**src/spiwp_consts.svh**
```systemverilog
`ifndef SPIWP_CONSTS_SVH
`define SPIWP_CONSTS_SVH

// ----------------------------------------------------------------
// Register indices, byte address is four times the index
// ----------------------------------------------------------------
`define SPIWP_IDX_CTRL      4'h0
`define SPIWP_IDX_CFG       4'h1
`define SPIWP_IDX_STAT      4'h3
`define SPIWP_IDX_DATA_HI   4'h4
`define SPIWP_IDX_DATA_LO   4'h5
`define SPIWP_IDX_MASK      4'h8

// ----------------------------------------------------------------
// Field positions and masks
// ----------------------------------------------------------------
`define SPIWP_CTRL_MASTER   4
`define SPIWP_CTRL_SELECT_OUTPUT_ENABLE     1
`define SPIWP_CTRL_MASK     8'h12
`define SPIWP_CFG_MASK      8'h5B
`define SPIWP_ST_DONE       7
`define SPIWP_ST_FAULT      4
`define SPIWP_ST_ABORT      2
`define SPIWP_ST_BUSY       0
`define SPIWP_ST_MASK       8'h94

// ----------------------------------------------------------------
// Reset values
// ----------------------------------------------------------------
`define SPIWP_CFG_RST       8'h00
`define SPIWP_CTRL_RST      8'h00
`define SPIWP_PINS_RST      4'h1

// ----------------------------------------------------------------
// Timing
// ----------------------------------------------------------------
`define SPIWP_CLK_NS        100
`define SPIWP_HALF_NS       400
`define SPIWP_HALF_CYC      ((`SPIWP_HALF_NS) / (`SPIWP_CLK_NS))

`endif

```
**src/spiwp_pkg.sv**
```systemverilog
package spiwp_pkg;

   // ----------------------------------------------------------------
   // Synchronised pin levels
   // ----------------------------------------------------------------
   typedef struct packed {
      logic sck;
      logic mosi;
      logic miso;
      logic ss;
   } spiwp_pins_s;

   // ----------------------------------------------------------------
   // Width and pin control register layout
   // ----------------------------------------------------------------
   typedef struct packed {
      logic rsv7;
      logic transfer_width_select;
      logic rsv5;
      logic mode_fault_enable;
      logic bidir_output_enable;
      logic rsv2;
      logic wait_mode_clock_stop;
      logic pin_control_bidir;
   } spiwp_cfg_s;

   // ----------------------------------------------------------------
   // Shifter states
   // ----------------------------------------------------------------
   typedef enum logic [1:0] {
      SPIWP_SH_IDLE = 2'b01,
      SPIWP_SH_RUN  = 2'b10
   } spiwp_sh_e;

endpackage

```
**src/spiwp_shifter.sv**
```systemverilog
`timescale 1ns/1ps
`include "spiwp_consts.svh"

module spiwp_shifter
   import spiwp_pkg::*;
(
   // Clock and reset
   input  wire logic        clk_i,
   input  wire logic        rst_i,
   // Control
   input  wire logic        start_i,
   input  wire logic        abort_i,
   input  wire logic        stall_i,
   input  wire logic        master_i,
   input  wire logic        wide_i,
   input  wire logic        sel_i,
   // Link
   input  wire logic        sck_rise_i,
   input  wire logic        sck_fall_i,
   input  wire logic        din_i,
   output logic             sck_o,
   output logic             dout_o,
   // Data
   input  wire logic [15:0] tx_i,
   output logic [15:0]      rx_o,
   output logic             busy_o,
   output logic             done_o
);

   spiwp_sh_e   state_q;
   logic [15:0] sh_q;
   logic [3:0]  cnt_q;
   logic [2:0]  div_q;
   logic        in_q;
   logic        tick;
   logic        rise;
   logic        fall;
   logic        last;

   assign tick   = master_i && !stall_i && div_q == 3'(`SPIWP_HALF_CYC - 1);
   assign rise   = master_i ? (tick && !sck_o) : sck_rise_i;
   assign fall   = master_i ? (tick && sck_o) : sck_fall_i;
   assign last   = cnt_q == (wide_i ? 4'hF : 4'h7);
   assign busy_o = state_q == SPIWP_SH_RUN;
   assign dout_o = sh_q[15];

   // ----------------------------------------------------------------
   // Serial clock divider
   // ----------------------------------------------------------------
   always_ff @(posedge clk_i) begin
      if (rst_i || !busy_o || tick) begin
         div_q <= 3'h0;
      end else if (!stall_i) begin
         div_q <= div_q + 3'h1;
      end
   end

   // ----------------------------------------------------------------
   // Frame shifter
   // ----------------------------------------------------------------
   always_ff @(posedge clk_i) begin
      if (rst_i) begin
         state_q <= SPIWP_SH_IDLE;
         sh_q    <= 16'h0000;
         cnt_q   <= 4'h0;
         sck_o   <= 1'b0;
         in_q    <= 1'b0;
         done_o  <= 1'b0;
         rx_o    <= 16'h0000;
      end else begin
         done_o <= 1'b0;
         unique case (state_q)
            SPIWP_SH_IDLE: begin
               if (!abort_i && (master_i ? start_i : sel_i)) begin
                  state_q <= SPIWP_SH_RUN;
                  sh_q    <= wide_i ? tx_i : {tx_i[7:0], 8'h00};
                  cnt_q   <= 4'h0;
                  sck_o   <= 1'b0;
               end
            end
            SPIWP_SH_RUN: begin
               if (abort_i || (!master_i && !sel_i)) begin
                  state_q <= SPIWP_SH_IDLE;
                  sck_o   <= 1'b0;
               end else begin
                  if (tick) begin
                     sck_o <= !sck_o;
                  end
                  if (rise) begin
                     in_q <= din_i;
                  end
                  if (fall) begin
                     sh_q  <= {sh_q[14:0], in_q};
                     cnt_q <= cnt_q + 4'h1;
                     if (last) begin
                        state_q <= SPIWP_SH_IDLE;
                        done_o  <= 1'b1;
                        rx_o    <= wide_i ? {sh_q[14:0], in_q} : {8'h00, sh_q[6:0], in_q};
                     end
                  end
               end
            end
         endcase
      end
   end
endmodule

```
**src/spiwp_sync.sv**
```systemverilog
`timescale 1ns/1ps
`include "spiwp_consts.svh"

module spiwp_sync
   import spiwp_pkg::*;
(
   // Clock and reset
   input  wire logic  clk_i,
   input  wire logic  rst_i,
   // Pin levels
   input  spiwp_pins_s d_i,
   output spiwp_pins_s q_o
);

   spiwp_pins_s meta_q;

   // ----------------------------------------------------------------
   // Two-stage synchroniser
   // ----------------------------------------------------------------
   always_ff @(posedge clk_i) begin
      if (rst_i) begin
         meta_q <= spiwp_pins_s'(`SPIWP_PINS_RST);
         q_o    <= spiwp_pins_s'(`SPIWP_PINS_RST);
      end else begin
         meta_q <= d_i;
         q_o    <= meta_q;
      end
   end

endmodule

```
**src/spiwp_top.sv**
```systemverilog
// Added by the designer: register access over Wishbone.
`timescale 1ns/1ps
`include "spiwp_consts.svh"

// How it works
// - Width bit clear gives 8-bit frames through the low data byte only.
// - Width bit set joins high and low data bytes into 16-bit frames.
// - As master, changing width, fault enable or pin control aborts to idle.
// - As bidirectional master, changing output enable aborts to idle.
// - Master with fault enable clear leaves the select pin untouched.
// - Master with fault enable set and select output clear uses the select pin with fault detection.
// - As slave the select pin is only an input.
// - In bidirectional mode output enable gates MOSI as master, MISO as slave.
// - Clock stop bit halts serial clock generation during wait mode.
// - Pin control clear is two data wires, set is one shared wire.
// - Normal pins: master drives MOSI, slave drives MISO, enable ignored.
// - Bidirectional master uses MOSI only, output when enabled.
// - Bidirectional slave uses MISO only, output when enabled.
// - Register readable and writable anytime, reserved bits stay zero.
// - Master with fault enable drives select out, or senses faults.
// - Changing master or slave role forces idle.
module spiwp_top
   import spiwp_pkg::*;
(
   // Clock and reset
   input  wire logic        clk_i,
   input  wire logic        rst_i,
   // Wishbone slave
   input  wire logic        cyc_i,
   input  wire logic        stb_i,
   input  wire logic        we_i,
   input  wire logic [5:0]  adr_i,
   input  wire logic [3:0]  sel_i,
   input  wire logic [31:0] dat_i,
   output logic [31:0]      dat_o,
   output logic             ack_o,
   // Chip power state
   input  wire logic        wait_mode_i,
   // Serial pins
   input  wire logic        sck_i,
   output logic             sck_o,
   output logic             sck_oe_o,
   input  wire logic        mosi_i,
   output logic             mosi_o,
   output logic             mosi_oe_o,
   input  wire logic        miso_i,
   output logic             miso_o,
   output logic             miso_oe_o,
   input  wire logic        ss_i,
   output logic             ss_o,
   output logic             ss_oe_o,
   // Interrupt
   output logic             irq_o
);

   spiwp_cfg_s  cfg_q;
   spiwp_cfg_s  cfg_new;
   spiwp_pins_s pins_raw;
   spiwp_pins_s pins_s;
   logic        master_q;
   logic        select_output_enable_q;
   logic [15:0] tx_q;
   logic [7:0]  int_q;
   logic [7:0]  int_set;
   logic [7:0]  mask_q;
   logic        sck_prev_q;
   logic [3:0]  idx;
   logic        acc;
   logic        wr;
   logic        abort_d;
   logic        fault;
   logic        slave_sel;
   logic        stall;
   logic        din;
   logic        busy;
   logic        done;
   logic        sh_sck;
   logic        sh_dout;
   logic [15:0] rx;
   logic [7:0]  rd_d;

   assign idx      = adr_i[5:2];
   assign acc      = cyc_i && stb_i && !ack_o;
   assign wr       = acc && we_i && sel_i[0];
   assign cfg_new  = spiwp_cfg_s'(dat_i[7:0] & `SPIWP_CFG_MASK);
   assign pins_raw = '{sck: sck_i, mosi: mosi_i, miso: miso_i, ss: ss_i};

   // ----------------------------------------------------------------
   // Pin synchronisers
   // ----------------------------------------------------------------
   spiwp_sync u_sync (
      .clk_i (clk_i),
      .rst_i (rst_i),
      .d_i   (pins_raw),
      .q_o   (pins_s)
   );

   always_ff @(posedge clk_i) begin
      if (rst_i) begin
         sck_prev_q <= 1'b0;
      end else begin
         sck_prev_q <= pins_s.sck;
      end
   end

   // ----------------------------------------------------------------
   // Mode decode
   // ----------------------------------------------------------------
   assign slave_sel = !master_q && !pins_s.ss;
   assign fault     = master_q && cfg_q.mode_fault_enable && !select_output_enable_q && !pins_s.ss;
   assign stall     = wait_mode_i && cfg_q.wait_mode_clock_stop;

   always_comb begin
      if (master_q) begin
         din = cfg_q.pin_control_bidir ? pins_s.mosi : pins_s.miso;
      end else begin
         din = cfg_q.pin_control_bidir ? pins_s.miso : pins_s.mosi;
      end
   end

   always_comb begin
      abort_d = fault;
      if (wr && idx == `SPIWP_IDX_CFG && master_q) begin
         if (cfg_new.transfer_width_select != cfg_q.transfer_width_select ||
             cfg_new.mode_fault_enable != cfg_q.mode_fault_enable ||
             cfg_new.pin_control_bidir != cfg_q.pin_control_bidir) begin
            abort_d = 1'b1;
         end
         if (cfg_q.pin_control_bidir &&
             cfg_new.bidir_output_enable != cfg_q.bidir_output_enable) begin
            abort_d = 1'b1;
         end
      end
      if (wr && idx == `SPIWP_IDX_CTRL) begin
         if (dat_i[`SPIWP_CTRL_MASTER] != master_q) begin
            abort_d = 1'b1;
         end
         if (master_q && dat_i[`SPIWP_CTRL_SELECT_OUTPUT_ENABLE] != select_output_enable_q) begin
            abort_d = 1'b1;
         end
      end
   end

   // ----------------------------------------------------------------
   // Frame engine
   // ----------------------------------------------------------------
   spiwp_shifter u_shift (
      .clk_i      (clk_i),
      .rst_i      (rst_i),
      .start_i    (wr && idx == `SPIWP_IDX_DATA_LO && master_q),
      .abort_i    (abort_d),
      .stall_i    (stall),
      .master_i   (master_q),
      .wide_i     (cfg_q.transfer_width_select),
      .sel_i      (slave_sel),
      .sck_rise_i (pins_s.sck && !sck_prev_q),
      .sck_fall_i (!pins_s.sck && sck_prev_q),
      .din_i      (din),
      .sck_o      (sh_sck),
      .dout_o     (sh_dout),
      .tx_i       (wr && idx == `SPIWP_IDX_DATA_LO ? {tx_q[15:8], dat_i[7:0]} : tx_q),
      .rx_o       (rx),
      .busy_o     (busy),
      .done_o     (done)
   );

   // ----------------------------------------------------------------
   // Control registers
   // ----------------------------------------------------------------
   always_ff @(posedge clk_i) begin
      if (rst_i) begin
         cfg_q <= spiwp_cfg_s'(`SPIWP_CFG_RST);
      end else if (wr && idx == `SPIWP_IDX_CFG) begin
         cfg_q <= cfg_new;
      end
   end

   always_ff @(posedge clk_i) begin
      if (rst_i) begin
         master_q <= 1'(`SPIWP_CTRL_RST >> `SPIWP_CTRL_MASTER);
         select_output_enable_q   <= 1'b0;
      end else if (wr && idx == `SPIWP_IDX_CTRL) begin
         master_q <= dat_i[`SPIWP_CTRL_MASTER];
         select_output_enable_q   <= dat_i[`SPIWP_CTRL_SELECT_OUTPUT_ENABLE];
      end
   end

   always_ff @(posedge clk_i) begin
      if (rst_i) begin
         tx_q <= 16'h0000;
      end else if (wr && idx == `SPIWP_IDX_DATA_HI) begin
         tx_q[15:8] <= dat_i[7:0];
      end else if (wr && idx == `SPIWP_IDX_DATA_LO) begin
         tx_q[7:0] <= dat_i[7:0];
      end
   end

   // ----------------------------------------------------------------
   // Interrupt status and mask
   // ----------------------------------------------------------------
   always_comb begin
      int_set                  = 8'h00;
      int_set[`SPIWP_ST_DONE]  = done;
      int_set[`SPIWP_ST_FAULT] = fault;
      int_set[`SPIWP_ST_ABORT] = abort_d && busy;
   end

   always_ff @(posedge clk_i) begin
      if (rst_i) begin
         int_q <= 8'h00;
      end else if (wr && idx == `SPIWP_IDX_STAT) begin
         int_q <= (int_q & ~dat_i[7:0]) | int_set;
      end else begin
         int_q <= int_q | int_set;
      end
   end

   always_ff @(posedge clk_i) begin
      if (rst_i) begin
         mask_q <= 8'h00;
      end else if (wr && idx == `SPIWP_IDX_MASK) begin
         mask_q <= dat_i[7:0] & `SPIWP_ST_MASK;
      end
   end

   always_ff @(posedge clk_i) begin
      if (rst_i) begin
         irq_o <= 1'b0;
      end else begin
         irq_o <= |(int_q & mask_q);
      end
   end

   // ----------------------------------------------------------------
   // Wishbone answer
   // ----------------------------------------------------------------
   always_comb begin
      unique case (idx)
         `SPIWP_IDX_CTRL:    rd_d = {3'h0, master_q, 2'h0, select_output_enable_q, 1'b0};
         `SPIWP_IDX_CFG:     rd_d = cfg_q;
         `SPIWP_IDX_STAT:    rd_d = int_q | {7'h00, busy};
         `SPIWP_IDX_DATA_HI: rd_d = rx[15:8];
         `SPIWP_IDX_DATA_LO: rd_d = rx[7:0];
         `SPIWP_IDX_MASK:    rd_d = mask_q;
         default:            rd_d = 8'h00;
      endcase
   end

   always_ff @(posedge clk_i) begin
      if (rst_i) begin
         ack_o <= 1'b0;
         dat_o <= 32'h0000_0000;
      end else begin
         ack_o <= acc;
         dat_o <= acc ? {24'h000000, rd_d} : 32'h0000_0000;
      end
   end

   // ----------------------------------------------------------------
   // Pin drivers
   // ----------------------------------------------------------------
   always_ff @(posedge clk_i) begin
      if (rst_i) begin
         sck_o     <= 1'b0;
         sck_oe_o  <= 1'b0;
         mosi_o    <= 1'b0;
         mosi_oe_o <= 1'b0;
         miso_o    <= 1'b0;
         miso_oe_o <= 1'b0;
         ss_o      <= 1'b1;
         ss_oe_o   <= 1'b0;
      end else begin
         sck_o     <= sh_sck;
         sck_oe_o  <= master_q;
         mosi_o    <= sh_dout;
         miso_o    <= sh_dout;
         mosi_oe_o <= master_q &&
                      (!cfg_q.pin_control_bidir || cfg_q.bidir_output_enable);
         miso_oe_o <= slave_sel &&
                      (!cfg_q.pin_control_bidir || cfg_q.bidir_output_enable);
         ss_o      <= !busy;
         ss_oe_o   <= master_q && cfg_q.mode_fault_enable && select_output_enable_q;
      end
   end
endmodule
```
**config.mk**
```make
export PLATFORM = sky130hd
export DESIGN_NAME = spiwp_top
export DESIGN_NICKNAME = d
export VERILOG_FILES = /design/src/spiwp_pkg.sv /design/src/spiwp_shifter.sv /design/src/spiwp_sync.sv /design/src/spiwp_top.sv
export VERILOG_INCLUDE_DIRS = /design/src /design/src/src
export SDC_FILE = /design/constraint.sdc
export NUM_CORES = 1
export LEC_CHECK = 0
export BUFFER_PORTS_ARGS = -buffer_cell sky130_fd_sc_hd__buf_2
export CELL_PAD_IN_SITES_DETAIL_PLACEMENT = 1
export CELL_PAD_IN_SITES_GLOBAL_PLACEMENT = 1
export CORE_ASPECT_RATIO = 0.6
export CORE_UTILIZATION = 30
export CTS_BUF_LIST = sky130_fd_sc_hd__clkbuf_4
export DETAILED_ROUTE_END_ITERATION = 6
export HOLD_SLACK_MARGIN = 0.08
export PLACE_DENSITY_LB_ADDON = 0.1
export REMOVE_ABC_BUFFERS = 1
export SETUP_SLACK_MARGIN = 0.02
export SLEW_MARGIN = 20
export SYNTH_ARGS = -nofsm -noshare
export SYNTH_HDL_FRONTEND = slang
export SYNTH_SLANG_ARGS = --single-unit
export TNS_END_PERCENT = 20
```
**constraint.sdc**
```tcl
create_clock -name clk_i -period 3.1 [get_ports clk_i]
set_clock_uncertainty 0.1 [all_clocks]
set_input_delay 0.62 -clock clk_i [delete_from_list [all_inputs] [get_ports clk_i]]
set_output_delay 0.62 -clock clk_i [all_outputs]
set_load 0.01 [all_outputs]
```
==> reports/metrics.cfg <==
[yosys]
synth-async-reset-ratio_pct = 0
synth_edf_count = 0
yosysSeqAreaShare_pct = 43.4
netlist_instances = 521
ys_warn_count = 0
syn-cell-area_mm2 = 0.00479
synth.ff_latch_count = 104
synthDistinctLibCells = 65
synthTopCellsByArea = dfxtp_1 43%, mux2i_1 8.8%, nor2_1 5.3%, a21oi_1 5.2%, buf_4 4.1%
syn_area_per_cell_um2 = 9.20
yosys.area.top_type_share_pct = 43.4
yosysTopAreaCell = dfxtp_1
ys.flop_type = dfxtp_1

[placement]
globalplace.congestion = 0.784
place_hpwl_um = 11000
numPortBuffers = 40
place_ws_ns = 0.123
dp_cells = 762

[grt]
grt_pass1_vias = 3913
grt_max_degree = 38
overflow = 0
grt_pass1_wl_um = 23300
globalRouteTotalUtil_pct = 19.0
antenna_found_initial = 0

[clock_network]
post_cts_resize_count = 0
cts_hold_buf = 0
post_cts_buffers = 0
cts_tree = yes
clk_pin_slew_ns = 0.17
cts_sinks = 104
clk_latency_ns = 0.48
numCtsBuffers = 9
cts_max_path_buffers = 2
h-tree-depth = 3
cts-root-buf = clkbuf_4

[routing]
drtPass1Iterations = 4
avgViaCountPerCell = 4.94
drt_iter0_markers = 191
wire_per_inst_um = 19.0
drt-total-wl_um = 14800
postRouteAntennaNets = 0
vias = 3842
drcViolationCount = 0

[final_layout]
final_nets = 625
drive_gt1_share_pct = 19.5
fin_util_pct = 34.6
instances_no_fill = 778
final_cell_mix = 104 x dfxtp_1, 68 x nor2_1, 50 x a21oi_1
syn_to_final_growth_pct = 11.5
mostFrequentLayoutCell = dfxtp_1
insertedDiodeCount = 0

[sta]
fin_ws_ns = 0.568
max_freq_mhz = 395
slew_headroom_pct = 39.3
finalSetupTns_ns = 0
slew_violations = 0
period_share_pct = 81.7
period_needed_ns = 2.53
setup_violations = 0
tightest_slew_ns = 0.911
hold_viol_final = 0
rsz0062_at_grt = false

[worst_setup_path]
r2r_slack_ns = 0.57
cpMostUsedCell = buf_4
crit_type = register to register
arrival_ns = 2.83
required_ns = 3.40
max_stage_delay_ns = 0.77
critical_path.max_fanout = 18
cp-start-kind = register
path_cells = buf_4 -> nor4bb_1 -> buf_4 -> o21bai_1 -> o21ai_2 -> a21oi_1 -> a311oi_2
worst_path_dominant_cell_family = compound AO/OA/AOI/OAI gates
cp-end-kind = register
slowest_stage = o21ai_2
r2r_start = master_q
critical_path_buf_inv_count = 2
startpoint = master_q

[die]
die_w_um = 165
ioPinCount = 94
initial_core_util_pct = 31.0
die_h_um = 99.9
core_area_mm2 = 0.0155
num_rows = 35
die-area_mm2 = 0.0165

[pwr]
ir_worst_vdd_v = 0.000159
p_leak_nw = 2.03
power_w = 0.00249
powerDensity_mw_per_mm2 = 465

[hold_path]
worstHoldStart = ss_i
hp-class = primary input to register

[status]
status = finished clean

[run]
drv_cap = 0

[path summary, 6_finish.rpt]
check / end / depth (start not counted)
setup / recovery: u_shift.sh_q[5] / 7
hold / removal: u_sync.meta_q[0] / 2
setup reg to reg: u_shift.sh_q[5] / 7
hold reg to reg: u_sync.q_o[0] / 1
[power breakdown]
group          internal (W)  switching (W)  total, W
registers           0.00137      0.0000267   0.00140
logic             0.0000941       0.000181  0.000275
clock network      0.000329       0.000485  0.000815
[sequential cells by signal (all words and copies together), names as in the netlist, 2 cells and up]
name	cells
tx_q	16
u_shift.rx_o	16
u_shift.sh_q	16
dat_o	8
int_q	8
cfg_q	5
u_shift.cnt_q	4
u_sync.meta_q	4
u_sync.q_o	4
mask_q	3
u_shift.div_q	3
u_shift.state_q	2
[worst register-to-register path, cell delays in order (launching register included)]
cell,delay (ns)
dfxtp_1,0.38
buf_4,0.21
nor4bb_1,0.14
buf_4,0.16
o21bai_1,0.24
o21ai_2,0.77
a21oi_1,0.19
a311oi_2,0.27
[cell usage after synthesis, types with 2 or more instances]
cell type  count
a2111oi_0      6
a211oi_1       3
a21oi_1       50
a221oi_1       2
a22oi_1        8
a311oi_2       2
a31oi_1        2
and2_1        10
buf_2          2
buf_4         26
buf_6          6
clkbuf_1      15
clkbuf_8       4
dfxtp_1      104
ha_1           3
inv_1          2
mux2_2         5
mux2i_1       42
nand2_1       28
nand2b_1       7
nand3_1       15
nand3b_1       8
nand4_1        2
nor2_1        68
nor2b_1       16
nor3_1        11
nor3b_1        2
nor4_1         3
o211ai_1       2
o21a_1         2
o21ai_0       20
o21ai_1        5
or2_2          3
xnor2_1        3
xor2_1         4
[per-layer routing]
layer	track usage (%)	vias to the layer above	part of all wire [%]	routed length, µm
met1	30.2	1882	57	8500
li1	-	1871	-	-
met2	25.9	80	39	5700
met5	0	-	0	0
met4	3.67	0	0.57	85
met3	3.39	9	3.4	509
[per-stage QoR]
step | area (µm²) | hold WS [ns]
global placement | 5180 | 0.301
detailed placement | 5180 | 0.302
CTS | 5350 | 0.199
finish | 5350 | 0.224
floorplan | 4470 | 0.289
global route | 5350 | 0.198
[layout make-up]
| class | count | area [µm²] |
|---|---|---|
| Clock inverter | 7 | 93.8 |
| Multi-Input combinational cell | 382 | 2380 |
| Clock buffer | 9 | 67.6 |
| Fill cell | 1867 | 10100 |
| Timing Repair Buffer | 71 | 458 |
| Inverter | 2 | 7.51 |
| Tap cell | 203 | 254 |
| Sequential cell | 104 | 2080 |
[cell families (layout without fill, tap and decap cells)]
logic type | count (synthesis) | after routing | synth area share (%)
xor gates and xnor gates | 7 | 7 | 1.28
adders and majority gates | 3 | 3 | 0.783
and+or+nand+nor | 187 | 187 | 20.6
buffers and inverters | 58 | 89 | 8.75
other | 1 | 24 | 0.0783
AOI/OAI and AO/OA | 114 | 114 | 15.1
muxes | 47 | 47 | 9.95
DFF | 104 | 104 | 43.4
No activity file was read; power rests on OpenSTA's default activity.
